**src/pkg/ubd_pkg.sv**
```systemverilog
// Package with constants shared by the strap and descriptor control block.
package ubd_pkg;
  // ---------------------------------------------------------------
  // Clock source encodings
  // ---------------------------------------------------------------
  typedef enum logic [1:0] {
    UBD_CLK_XTAL12,
    UBD_CLK_EXT48,
    UBD_CLK_INVALID
  } ubd_clk_src_t;

  localparam int unsigned CLK_XTAL_MHZ = 12;
  localparam int unsigned CLK_EXT_MHZ  = 48;

  // ---------------------------------------------------------------
  // Interface and endpoint layout
  // ---------------------------------------------------------------
  localparam logic [1:0] ALT_PRINTER_UNI = 2'h0;
  localparam logic [1:0] ALT_PRINTER_BI  = 2'h1;
  localparam logic [1:0] ALT_VENDOR      = 2'h2;
  localparam logic [3:0] EP_CONTROL      = 4'h0;
  localparam logic [3:0] EP_BULK_OUT     = 4'h1;
  localparam logic [3:0] EP_BULK_IN      = 4'h2;

  // ---------------------------------------------------------------
  // Descriptor types and addressing
  // ---------------------------------------------------------------
  localparam logic [7:0]  DESC_TYPE_DEVICE = 8'h01;
  localparam logic [7:0]  DESC_TYPE_CONFIG = 8'h02;
  localparam logic [7:0]  DESC_TYPE_STRING = 8'h03;
  localparam logic [10:0] INT_ADDR_DEVICE  = 11'h000;
  localparam logic [10:0] INT_ADDR_CONFIG  = 11'h012;
  localparam logic [10:0] STR0_ADDR        = 11'h000;
  localparam int unsigned STR_ADDR_SHIFT   = 2;
  localparam int unsigned ROM_DEPTH        = 128;
  localparam logic [7:0]  STR0_LENGTH      = 8'h04;
  localparam logic [15:0] LANGID_DEFAULT   = 16'h0409;

  // ---------------------------------------------------------------
  // Configuration attribute bits
  // ---------------------------------------------------------------
  localparam logic [7:0] CFG_ATTR_BUS  = 8'h80;
  localparam logic [7:0] CFG_ATTR_SELF = 8'h40;
endpackage

```
**src/rtl/ubd_sync.sv**
```systemverilog
// Two-flop synchroniser for a bundle of asynchronous inputs.
`timescale 1ns/100ps
module ubd_sync #(
  parameter int unsigned W = 1
) (
  input  wire logic         ref_clk_i,
  input  wire logic         arst_n_i,
  input  wire logic [W-1:0] d_i,
  output logic      [W-1:0] q_o
);
  logic [W-1:0] meta_reg;
  logic [W-1:0] q_reg;

  always_ff @(posedge ref_clk_i or negedge arst_n_i) begin
    if (!arst_n_i) begin
      meta_reg <= '0;
      q_reg    <= '0;
    end else begin
      meta_reg <= d_i;
      q_reg    <= meta_reg;
    end
  end

  assign q_o = q_reg;
endmodule

```
**src/rtl/ubd_ep_map.sv**
```systemverilog
// Endpoint availability per alternate setting.
`timescale 1ns/100ps
module ubd_ep_map (
  input  wire logic [1:0] alt_i,
  input  wire logic [3:0] ep_i,
  output logic            ep_valid_o,
  output logic            is_in_o
);
  logic ctl_hit;
  logic out_hit;
  logic in_hit;
  logic alt_ok;

  // Control endpoint is present in every setting.
  assign ctl_hit = (ep_i == ubd_pkg::EP_CONTROL);
  // Bulk OUT is present in every setting.
  assign out_hit = (ep_i == ubd_pkg::EP_BULK_OUT);
  // Bulk IN only exists in the bidirectional and vendor settings.
  assign in_hit  = (ep_i == ubd_pkg::EP_BULK_IN) &&
                   ((alt_i == ubd_pkg::ALT_PRINTER_BI) || (alt_i == ubd_pkg::ALT_VENDOR));
  assign alt_ok  = (alt_i <= ubd_pkg::ALT_VENDOR);
  assign ep_valid_o = alt_ok && (ctl_hit || out_hit || in_hit);
  assign is_in_o    = in_hit;
endmodule

```
**src/rtl/ubd_ctrl.sv**
```systemverilog
// Strap handling, indicators, endpoint map and descriptor address control.
`timescale 1ns/100ps
module ubd_ctrl (
  input  wire logic        ref_clk_i,
  input  wire logic        arst_n_i,
  input  wire logic        chip_reset_i,
  input  wire logic        clock_select_hi_strap_i,
  input  wire logic        clock_select_lo_strap_i,
  input  wire logic        output_tristate_strap_i,
  input  wire logic        wide_bus_strap_i,
  input  wire logic        self_powered_i,
  input  wire logic        usb_bus_reset_i,
  input  wire logic        usb_suspend_i,
  input  wire logic        port_acknowledge_n_i,
  input  wire logic        ext_desc_present_i,
  input  wire logic [1:0]  alt_setting_i,
  input  wire logic [3:0]  ep_num_i,
  input  wire logic        desc_req_i,
  input  wire logic [7:0]  desc_type_i,
  input  wire logic [7:0]  desc_index_i,
  input  wire logic [10:0] ext_std_addr_i,
  input  wire logic        port_strobe_req_i,
  input  wire logic        port_autofeed_req_i,
  input  wire logic        ata_write_req_i,
  input  wire logic        ata_read_req_i,
  input  wire logic [7:0]  low_data_byte_out_i,
  input  wire logic [7:0]  high_data_byte_out_i,
  input  wire logic        data_drive_i,
  input  wire logic        host_logic_high_req_i,
  input  wire logic        ata_chip_select_a_req_i,
  input  wire logic        ata_chip_select_b_req_i,
  input  wire logic [2:0]  ata_address_req_i,
  output logic [1:0]       clk_src_o,
  output logic             clk_src_err_o,
  output logic             wide_mode_o,
  output logic [7:0]       cfg_attributes_o,
  output logic             bus_reset_indicator_n_o,
  output logic             suspend_o,
  output logic             ep_valid_o,
  output logic             ep_is_in_o,
  output logic             ata_iordy_o,
  output logic             desc_ack_o,
  output logic             desc_ext_o,
  output logic [10:0]      desc_addr_o,
  output logic [7:0]       desc_byte0_o,
  output logic [7:0]       low_data_byte_o,
  output logic [7:0]       low_data_byte_oe_n_o,
  output logic [7:0]       high_data_byte_o,
  output logic [7:0]       high_data_byte_oe_n_o,
  output logic             host_logic_high_out_o,
  output logic             host_logic_high_out_oe_n_o,
  output logic             port_strobe_n_o,
  output logic             port_autofeed_n_o,
  output logic             port_ctrl_oe_n_o,
  output logic             ata_chip_select_a_o,
  output logic             ata_chip_select_b_o,
  output logic [2:0]       ata_address_lines_o,
  output logic             ata_oe_n_o
);
  // ---------------------------------------------------------------
  // Reset and input synchronisers
  // ---------------------------------------------------------------
  // The pin reset passes a two-flop sync on both edges and is applied as a synchronous reset,
  // so a glitch cannot leave half the flops reset.
  logic rst_meta_reg;
  logic rst_n_reg;
  logic [8:0] pins_async;
  logic [8:0] pins_sync;

  always_ff @(posedge ref_clk_i or negedge arst_n_i) begin
    if (!arst_n_i) begin
      rst_meta_reg <= 1'b0;
      rst_n_reg    <= 1'b0;
    end else begin
      rst_meta_reg <= ~chip_reset_i;
      rst_n_reg    <= rst_meta_reg;
    end
  end

  assign pins_async = {clock_select_hi_strap_i, clock_select_lo_strap_i, output_tristate_strap_i,
                       wide_bus_strap_i, self_powered_i, usb_bus_reset_i, usb_suspend_i,
                       port_acknowledge_n_i, ext_desc_present_i};

  ubd_sync #(
    .W(9)
  ) u_sync (
    .ref_clk_i(ref_clk_i),
    .arst_n_i (arst_n_i),
    .d_i      (pins_async),
    .q_o      (pins_sync)
  );

  logic cs_hi;
  logic cs_lo;
  logic tri_s;
  logic wide_s;
  logic selfp_s;
  logic busrst_s;
  logic susp_s;
  logic ack_n_s;
  logic extp_s;

  assign {cs_hi, cs_lo, tri_s, wide_s, selfp_s, busrst_s, susp_s, ack_n_s, extp_s} = pins_sync;

  // ---------------------------------------------------------------
  // Strap decode
  // ---------------------------------------------------------------
  ubd_pkg::ubd_clk_src_t clk_src_next;
  logic                  tri_ok;
  logic                  tri_next;

  assign clk_src_next = (!cs_hi && !cs_lo) ? ubd_pkg::UBD_CLK_XTAL12 :
                        ( cs_hi &&  cs_lo) ? ubd_pkg::UBD_CLK_EXT48 : ubd_pkg::UBD_CLK_INVALID;
  // Output disable is honoured only in the crystal configuration the board may use it in.
  assign tri_ok   = (clk_src_next == ubd_pkg::UBD_CLK_XTAL12);
  assign tri_next = tri_s && tri_ok;

  logic [1:0] clk_src_reg;
  logic       clk_err_reg;
  logic       tri_reg;
  logic       wide_reg;
  logic [7:0] attr_reg;
  logic [7:0] attr_next;

  assign attr_next = selfp_s ? (ubd_pkg::CFG_ATTR_BUS | ubd_pkg::CFG_ATTR_SELF)
                             : ubd_pkg::CFG_ATTR_BUS;

  // Straps are tracked continuously; they are meant to be static, so this costs nothing.
  always_ff @(posedge ref_clk_i or negedge arst_n_i) begin
    if (!arst_n_i) begin
      clk_src_reg <= 2'h0;
      clk_err_reg <= 1'b0;
      tri_reg     <= 1'b1;
      wide_reg    <= 1'b0;
      attr_reg    <= ubd_pkg::CFG_ATTR_BUS;
    end else if (!rst_n_reg) begin
      clk_src_reg <= 2'h0;
      clk_err_reg <= 1'b0;
      tri_reg     <= 1'b1;
      wide_reg    <= 1'b0;
      attr_reg    <= ubd_pkg::CFG_ATTR_BUS;
    end else begin
      clk_src_reg <= clk_src_next;
      clk_err_reg <= (clk_src_next == ubd_pkg::UBD_CLK_INVALID);
      tri_reg     <= tri_next;
      wide_reg    <= wide_s;
      attr_reg    <= attr_next;
    end
  end

  // ---------------------------------------------------------------
  // Bus indicators and endpoint map
  // ---------------------------------------------------------------
  logic busrst_n_reg;
  logic susp_reg;
  logic ep_valid_reg;
  logic ep_in_reg;
  logic iordy_reg;
  logic ep_valid_w;
  logic ep_in_w;

  ubd_ep_map u_ep_map (
    .alt_i     (alt_setting_i),
    .ep_i      (ep_num_i),
    .ep_valid_o(ep_valid_w),
    .is_in_o   (ep_in_w)
  );

  always_ff @(posedge ref_clk_i or negedge arst_n_i) begin
    if (!arst_n_i) begin
      busrst_n_reg <= 1'b1;
      susp_reg     <= 1'b0;
      ep_valid_reg <= 1'b0;
      ep_in_reg    <= 1'b0;
      iordy_reg    <= 1'b0;
    end else if (!rst_n_reg) begin
      busrst_n_reg <= 1'b1;
      susp_reg     <= 1'b0;
      ep_valid_reg <= 1'b0;
      ep_in_reg    <= 1'b0;
      iordy_reg    <= 1'b0;
    end else begin
      busrst_n_reg <= ~busrst_s;
      susp_reg     <= susp_s;
      ep_valid_reg <= ep_valid_w;
      ep_in_reg    <= ep_in_w;
      iordy_reg    <= wide_reg & ack_n_s;
    end
  end

  // ---------------------------------------------------------------
  // Descriptor address sequencing
  // ---------------------------------------------------------------
  typedef enum logic [1:0] {
    UBD_D_IDLE,
    UBD_D_ANSWER
  } ubd_dstate_t;

  function automatic logic [10:0] ubd_str_addr(input logic [7:0] idx);
    ubd_str_addr = {1'b0, idx, 2'b00};
  endfunction

  ubd_dstate_t dstate_reg;
  ubd_dstate_t dstate_next;
  logic        is_str;
  logic        is_std;
  logic        use_ext;
  logic [10:0] addr_next;
  logic [7:0]  byte0_next;
  logic        dext_reg;
  logic [10:0] daddr_reg;
  logic [7:0]  dbyte0_reg;
  logic        dack_reg;

  assign is_str  = (desc_type_i == ubd_pkg::DESC_TYPE_STRING);
  assign is_std  = (desc_type_i == ubd_pkg::DESC_TYPE_DEVICE) || (desc_type_i == ubd_pkg::DESC_TYPE_CONFIG);
  // Strings only exist externally; standard descriptors fall back to the on-chip table.
  assign use_ext = is_str | extp_s;
  assign addr_next = is_str ? ((desc_index_i == 8'h00) ? ubd_pkg::STR0_ADDR
                                                       : ubd_str_addr(desc_index_i))
                   : extp_s ? ext_std_addr_i
                   : (desc_type_i == ubd_pkg::DESC_TYPE_CONFIG) ? ubd_pkg::INT_ADDR_CONFIG
                   : ubd_pkg::INT_ADDR_DEVICE;
  // Index 0 always carries a single language code, so its length is fixed.
  assign byte0_next = (is_str && desc_index_i == 8'h00) ? ubd_pkg::STR0_LENGTH : 8'h00;

  always_comb begin
    dstate_next = dstate_reg;
    case (dstate_reg)
      UBD_D_IDLE: begin
        if (desc_req_i && (is_str || is_std)) begin
          dstate_next = UBD_D_ANSWER;
        end
      end
      UBD_D_ANSWER: begin
        dstate_next = UBD_D_IDLE;
      end
      default: begin
        dstate_next = UBD_D_IDLE;
      end
    endcase
  end

  always_ff @(posedge ref_clk_i or negedge arst_n_i) begin
    if (!arst_n_i) begin
      dstate_reg <= UBD_D_IDLE;
      dack_reg   <= 1'b0;
      dext_reg   <= 1'b0;
      daddr_reg  <= 11'h000;
      dbyte0_reg <= 8'h00;
    end else if (!rst_n_reg) begin
      dstate_reg <= UBD_D_IDLE;
      dack_reg   <= 1'b0;
      dext_reg   <= 1'b0;
      daddr_reg  <= 11'h000;
      dbyte0_reg <= 8'h00;
    end else begin
      dstate_reg <= dstate_next;
      dack_reg   <= (dstate_reg == UBD_D_IDLE) && (dstate_next == UBD_D_ANSWER);
      if ((dstate_reg == UBD_D_IDLE) && (dstate_next == UBD_D_ANSWER)) begin
        dext_reg   <= use_ext;
        daddr_reg  <= addr_next;
        dbyte0_reg <= byte0_next;
      end
    end
  end

  // ---------------------------------------------------------------
  // Parallel and ATA pin drivers
  // ---------------------------------------------------------------
  logic [7:0] lo_reg;
  logic [7:0] lo_oe_n_reg;
  logic [7:0] hi_reg;
  logic [7:0] hi_oe_n_reg;
  logic       hlh_reg;
  logic       stb_n_reg;
  logic       afd_n_reg;
  logic       cs_a_reg;
  logic       cs_b_reg;
  logic [2:0] da_reg;
  logic       stb_n_next;
  logic       afd_n_next;
  logic       hi_en;

  assign stb_n_next = wide_reg ? ~ata_write_req_i : ~port_strobe_req_i;
  assign afd_n_next = wide_reg ? ~ata_read_req_i : ~port_autofeed_req_i;
  assign hi_en      = wide_reg && data_drive_i && !tri_reg;

  always_ff @(posedge ref_clk_i or negedge arst_n_i) begin
    if (!arst_n_i) begin
      lo_reg      <= 8'h00;
      lo_oe_n_reg <= 8'hFF;
      hi_reg      <= 8'h00;
      hi_oe_n_reg <= 8'hFF;
      hlh_reg     <= 1'b0;
      stb_n_reg   <= 1'b1;
      afd_n_reg   <= 1'b1;
      cs_a_reg    <= 1'b1;
      cs_b_reg    <= 1'b1;
      da_reg      <= 3'h0;
    end else if (!rst_n_reg) begin
      lo_oe_n_reg <= 8'hFF;
      hi_oe_n_reg <= 8'hFF;
      stb_n_reg   <= 1'b1;
      afd_n_reg   <= 1'b1;
      cs_a_reg    <= 1'b1;
      cs_b_reg    <= 1'b1;
    end else begin
      lo_reg      <= low_data_byte_out_i;
      lo_oe_n_reg <= {8{~(data_drive_i && !tri_reg)}};
      hi_reg      <= high_data_byte_out_i;
      hi_oe_n_reg <= {8{~hi_en}};
      hlh_reg     <= host_logic_high_req_i;
      stb_n_reg   <= stb_n_next;
      afd_n_reg   <= afd_n_next;
      cs_a_reg    <= ~(wide_reg && ata_chip_select_a_req_i);
      cs_b_reg    <= ~(wide_reg && ata_chip_select_b_req_i);
      da_reg      <= wide_reg ? ata_address_req_i : 3'h0;
    end
  end

  assign clk_src_o                  = clk_src_reg;
  assign clk_src_err_o              = clk_err_reg;
  assign wide_mode_o                = wide_reg;
  assign cfg_attributes_o           = attr_reg;
  assign bus_reset_indicator_n_o    = busrst_n_reg;
  assign suspend_o                  = susp_reg;
  assign ep_valid_o                 = ep_valid_reg;
  assign ep_is_in_o                 = ep_in_reg;
  assign ata_iordy_o                = iordy_reg;
  assign desc_ack_o                 = dack_reg;
  assign desc_ext_o                 = dext_reg;
  assign desc_addr_o                = daddr_reg;
  assign desc_byte0_o               = dbyte0_reg;
  assign low_data_byte_o            = lo_reg;
  assign low_data_byte_oe_n_o       = lo_oe_n_reg;
  assign high_data_byte_o           = hi_reg;
  assign high_data_byte_oe_n_o      = hi_oe_n_reg;
  assign host_logic_high_out_o      = hlh_reg;
  assign host_logic_high_out_oe_n_o = tri_reg;
  assign port_strobe_n_o            = stb_n_reg;
  assign port_autofeed_n_o          = afd_n_reg;
  assign port_ctrl_oe_n_o           = tri_reg;
  assign ata_chip_select_a_o        = cs_a_reg;
  assign ata_chip_select_b_o        = cs_b_reg;
  assign ata_address_lines_o        = da_reg;
  assign ata_oe_n_o                 = tri_reg;
endmodule

```
**config.mk**
```make
export PLATFORM = sky130hd
export DESIGN_NAME = ubd_ctrl
export DESIGN_NICKNAME = d
export VERILOG_FILES = /design/src/pkg/ubd_pkg.sv /design/src/rtl/ubd_sync.sv /design/src/rtl/ubd_ep_map.sv /design/src/rtl/ubd_ctrl.sv
export SDC_FILE = /design/constraint.sdc
export NUM_CORES = 1
export LEC_CHECK = 0
export BUFFER_PORTS_ARGS = -buffer_cell sky130_fd_sc_hd__buf_4
export CORE_MARGIN = 2
export CORE_UTILIZATION = 40
export CTS_CLUSTER_DIAMETER = 120
export DETAILED_ROUTE_END_ITERATION = 8
export PLACE_DENSITY_LB_ADDON = 0.05
export SLEW_MARGIN = 10
export SYNTH_ARGS = -nofsm -noshare
export SYNTH_HDL_FRONTEND = slang
export SYNTH_SLANG_ARGS = --single-unit
```
**constraint.sdc**
```tcl
create_clock -name ref_clk_i -period 1.7 [get_ports ref_clk_i]
set_input_delay 0 -clock ref_clk_i [delete_from_list [all_inputs] [get_ports ref_clk_i]]
set_output_delay 0 -clock ref_clk_i [all_outputs]
set_load 0.1 [all_outputs]
```
==> metrics.txt, run 1 <==
Die H about 89 um; clk buf depth 2; Cell variety after synth 34; CTS clk-pin slew, worst paths 0.07 ns; final worst path period share 101.5%; Mapped Avg Cell Area 12.60 um2; largest net degree at the start of global routing 37; vias in the first global route between 2000 and 2500; placed cells 448; die area between 7000 and 8000 um2; CP Cell Sequence or3b_4 -> o41a_1 -> buf_6 -> nand2_2 -> o21ai_1; post-DP HPWL 4.480 mm; outcome finished, violations left; commonest cells after routing, fill and taps aside buf_4 (148), dfrtp_1 (64), dlygate4sd3_1 (58); post-synth top area share a little under three fifths; 1st-iter DRT viols between 60 and 70; Post CTS Setup Buffer Count 0; Top delay family on crit path compound AO/OA/AOI/OAI gates; RSZ-0062 raised after global routing yes; WL final roughly 6.7 mm; CP arrival slightly below 2 ns; CP bufs+invs 1; PnR worst setup slack -0.02502 ns; Ports approximately 150; Antenna Nets Post-Route 0; # rows 30; leading area contributor after synthesis dfrtp_1; Worst Clk Skew around 0.01 ns; final slew viol count 0; commonest non-fill, non-tap cell in the layout buf_4; initial antenna violation count 0; fin nets around 500; Yosys Warn Count 0; CTS tree yes; Via density roughly 4.4; top post-synthesis cells by area dfrtp_1 (55%), buf_4 (8.1%), mux2_2 (7.4%); WL/cell 12.74 um; Fillers 545; Post-Route Utilization approximately 69%; Global Route Usage Sum between 15 and 20%; Hold Path Class in -> reg; Finished Layout Cells between 500 and 600; Critical Path Sink Type flip-flop; Critical Path RT 1.91 ns; Remaining DRCs 0; Initial DRT Pass Iterations 4; first-pass GRT wire length between 10 and 15 mm; post-synthesis sequential area ratio 62.77%; Vias between 2000 and 2500; leakage power 2.365 nW; total grt overflow 0; Slowest cell on crit path o41a_1; Final Hold Fails 0; layout cell share with drive strength beyond 1 between 40% and 50%; failing checks setup timing; Synth Register Bits a little over 70; Die Wd roughly 89 um; final worst path period need around 1.7 ns; critical setup path kind reg -> reg; Pwr Density between 900 and 1000 nW/um2; clock sink total slightly above 70; H-tree depth 3; max FFs per register 11; Initial Utilization 41.79%; Peak VDD IR 0.7213 mV; CP max FO 6; Mapped Cells 229; CP max stage delay between 0.5 and 0.6 ns; Setup-failing EPs final 6; mapped cell area just under 3000 um2; Antenna Cells 0; latest clock arrival within the worst-skew pair 0.33 ns; root buffer cell clkbuf_8; Layout area overhead 64.54%; CTS Buf Count 9; Max Fclk around 580 MHz; PortBufs ~140; routability cong. around 0.8; core box area 6907 um2; Max Cap Viol 0; Startpoint Class flip-flop
logic make-up after synthesis:
group,count (synthesis),share of synthesized area (%)
multiplexers,26,9.840
buffers and inverters,47,10.40
adder cells (fa/ha/maj),3,1.301
AND/OR/NAND/NOR,58,10.71
flip-flops,72,62.77
AO/OA/AOI/OAI,21,4.725
other,2,0.2602
worst register-to-register path, delay by kind of cell, from the launching register on:
kind,cells,cell delay [ns]
buf+inv,1,0.19
flops,1,0.36
compound gates,2,0.60
simple gates,2,0.45
per-stage QoR:
stage	power, mW	hold WS (ns)	worst slack [ns]	setup TNS [ns]	instance area, um2
floorplan	2.728	-0.2956	0.001413	0	2939
global placement	3.004	-0.01952	0.02590	0	3904
detailed placement	3.013	-0.01699	0.007075	0	3904
CTS	4.559	0.02491	0.01314	0	4701
global route	4.728	0.03197	-0.08122	-0.6703	4750
finish	4.517	0.04903	-0.02502	-0.05030	4750
area by class of cell:
cell class	instances	area, um2	area share [%]
clock inverters	5	81.33	1.712
well taps	96	120.1	2.529
repair buffers	208	1714	36.09
flip-flops and latches	72	1812	38.15
multi-input cells	123	860.8	18.12
inverters	8	30.03	0.6322
clock buffers	11	131.4	2.766
where the power goes:
| group | switching [mW] | internal [mW] | leakage (nW) |
|---|---|---|---|
| combinational | 0.875 | 0.368 | 1.38 |
| sequential | 0.0472 | 1.81 | 0.884 |
| clock | 0.595 | 0.828 | 0.104 |
| total | 1.52 | 3.00 | 2.36 |
what timing repair did:
item / in CTS / in global routing
gates resized for setup: 1 / 24
endpoints found under the hold margin: 82 / 0
endpoints found under the setup margin: 4 / 12
hold buffers: 58 / 0
cloned: 0 / 1
pin swaps: 0 / 13
synth_stat cells:
cell / number
a21oi_1: 1
nand3_1: 6
buf_6: 1
o41ai_2: 1
or3_1: 1
nand2b_1: 1
and3_1: 2
nand4b_1: 1
buf_4: 31
nand4_1: 1
nor2_1: 6
clkbuf_1: 5
and3b_1: 1
conb_1: 2
a211oi_1: 1
or4_4: 1
or2_2: 1
o21ai_0: 14
nor4_1: 3
or3b_2: 1
dfstp_2: 8
nor3_1: 2
o41a_1: 1
dfrtp_1: 64
ha_1: 3
mux2_2: 19
buf_1: 2
nor2b_1: 1
nand3b_1: 1
inv_1: 8
and2_1: 12
mux2i_1: 7
a22o_1: 3
nand2_1: 17
final timing paths:
check	from	end	slack, ns	cells after the start
setup / recovery	dstate_reg[1]$_DFF_PN0_	desc_addr_o[7]$_DFFE_PN0P_	-0.03	5
hold / removal	desc_type_i[1]	desc_addr_o[4]$_DFFE_PN0P_	0.05	3
setup reg to reg	dstate_reg[1]$_DFF_PN0_	desc_addr_o[7]$_DFFE_PN0P_	-0.03	5
hold reg to reg	u_sync.meta_reg[2]$_DFF_PN0_	u_sync.q_o[2]$_DFF_PN0_	0.34	0
max in group asynchronous	arst_n_i	low_data_byte_oe_n_o[6]$_DFF_PN1_	0.91	3
min in group asynchronous	arst_n_i	high_data_byte_o[0]$_DFFE_PN0P_	0.16	2
per-layer routing:
metal	global-route usage, %	vias to the layer above	routed length [um]	share of wire, %
met5	0	-	0	0
met4	7.734	0	84	1.3
met3	5.171	8	581	8.7
met2	30.39	110	3324	50
met1	20.72	1103	2673	40
li1	-	1106	-	-
No activity file was read; power rests on OpenSTA's default activity.
==> run 2: changes to the inputs <==
- RECOVER_POWER: default -> 50
==> run 2 against run 1 <==
  * The run still ends with setup timing left
  * Cell area down 0.53%
  * Setup slack better by 0.00078 ns
  * Worst hold slack better by 0.00088 ns
  * Wire length down 0.21%
  * Die area unchanged
  * Power down 0.22%
  * Sequential power about the same
  * Sequential cell count unchanged
  * Non-clock buffer count unchanged
  * Via count up 0.13%
  * Register-to-register slack about the same
  * Cell count unchanged
  * Critical path type unchanged
  * Critical endpoint unchanged
==> metrics.txt, run 2 (same netlist as run 1, synthesis figures left out) <==
outcome finished, violations left; failing checks setup timing; PortBufs around 140; placed cells ~450; CP max stage delay about 0.55 ns; CTS clk-pin slew, worst paths approximately 0.070 ns; Post CTS Setup Buffer Count 0; Startpoint Class flip-flop; 1st-iter DRT viols 78; Max Cap Viol 0; latest clock arrival within the worst-skew pair around 0.33 ns; die area slightly below 8000 um2; CP arrival 1.93 ns; Peak VDD IR between 0.7 and 0.8 mV; CTS Buf Count 9; Slowest cell on crit path o41a_1; commonest non-fill, non-tap cell in the layout buf_4; max FFs per register 11; Critical Path RT 1.91 ns; largest net degree at the start of global routing 37; Ports 154; Setup-failing EPs final 6; leakage power 2.355 nW; clk buf depth 2; worst slew pin tran between 0.8 and 0.9 ns; CP max FO 6; first-pass GRT wire length between 10 and 15 mm; Hold Path Class in -> reg; Post-Route Utilization 68.41%; H-tree depth 3; fin nets between 400 and 500; CTS tree yes; power consumption roughly 4.5 mW; Finished Layout Cells between 500 and 600; commonest cells after routing, fill and taps aside buf_4 (128), dfrtp_1 (64), dlygate4sd3_1 (58); WL final between 6 and 7 mm; vias in the first global route roughly 2300; Initial DRT Pass Iterations 4; Vias between 2000 and 2500; core box area slightly below 7000 um2; Die H 88.95 um; Max Fclk 580.0 MHz; RSZ-0062 raised after global routing yes; Slew HR between 40% and 50%; Antenna Cells 0; final worst path period share 101.4%; # rows 30; Critical Path Sink Type flip-flop; Via density ~4.5; root buffer cell clkbuf_8; Layout area overhead 63.68%; DP Worst Slack roughly 0.0071 ns; setup TNS -0.04706 ns; Remaining DRCs 0; routability cong. 0.7954; final slew viol count 0; final worst path period need 1.724 ns; Global Route Usage Sum about 18%; Pwr Density 954.1 nW/um2; total grt overflow 0; PnR worst setup slack -0.02424 ns; Die Wd a little under 90 um; post-DP HPWL about 4.5 mm; Initial Utilization about two fifths; critical setup path kind reg -> reg; Antenna Nets Post-Route 0; CP Cell Sequence or3b_4 -> o41a_1 -> buf_6 -> nand2_2 -> o21ai_1; Worst Clk Skew 0.01074 ns; WL/cell 12.71 um; clock sink total 72; initial antenna violation count 0; layout cell share with drive strength beyond 1 between 40% and 50%; Final Hold Fails 0
[run 2: cell count changes in the layout (fill, tap and decap cells not counted)]
cell | previous run | this run
clkbuf_4 | 0 | 10
clkbuf_2 | 0 | 10
buf_4 | 148 | 128
[run 2: final cells by class]
class	instances	area, um2
fill	553	2182
multi-input combinational	123	860.8
tap	96	120.1
clock buffer	11	131.4
timing repair buffer	208	1689
sequential	72	1812
inverter	8	30.03
clock inverter	5	81.33
[run 2: what timing repair did]
item / 4_1_cts / 5_1_grt
endpoints found under the setup margin: 4 / 12
hold buffers: 58 / 0
hold endpoints to repair: 82 / 0
resized for setup: 1 / 24
gates cloned: 0 / 1
pin swaps: 0 / 13
[run 2: per-stage QoR]
| stage | hold WS [ns] | area, um2 |
|---|---|---|
| after floorplan | -0.2956 | 2939 |
| after global placement | -0.01952 | 3904 |
| after detailed placement | -0.01699 | 3904 |
| after CTS | 0.02491 | 4701 |
| after global routing | 0.03197 | 4725 |
| final | 0.04991 | 4725 |
[run 2: worst paths after layout]
path	from	endpoint	slack (ns)	cells after the start
min in group asynchronous	arst_n_i	high_data_byte_o[0]$_DFFE_PN0P_	0.32	2
worst min register to register	u_sync.meta_reg[2]$_DFF_PN0_	u_sync.q_o[2]$_DFF_PN0_	0.34	0
worst max-delay path	dstate_reg[1]$_DFF_PN0_	desc_addr_o[7]$_DFFE_PN0P_	-0.02	5
max in group asynchronous	arst_n_i	low_data_byte_oe_n_o[6]$_DFF_PN1_	0.49	3
worst max register to register	dstate_reg[1]$_DFF_PN0_	desc_addr_o[7]$_DFFE_PN0P_	-0.02	5
worst min-delay path	desc_type_i[1]	desc_addr_o[4]$_DFFE_PN0P_	0.05	3
[run 2: worst max-delay path: cells and delay by family, from the launching register on]
| kind | cells | cell delay, ns |
|---|---|---|
| compound gates | 2 | 0.60 |
| buf+inv | 1 | 0.19 |
| flops | 1 | 0.36 |
| simple gates | 2 | 0.45 |
[run 2: report_power, final]
group	leakage [nW]	switching (mW)	internal, mW
combinational	1.37	0.874	0.361
clock	0.104	0.593	0.828
sequential	0.884	0.0471	1.81
[run 2: layer usage]
layer	up-vias	routed length, um	track usage (%)
met5	-	0	0
met4	0	84	7.734
met3	8	593	5.171
met2	114	3325	30.39
met1	1102	2646	20.72
li1	1106	-	-
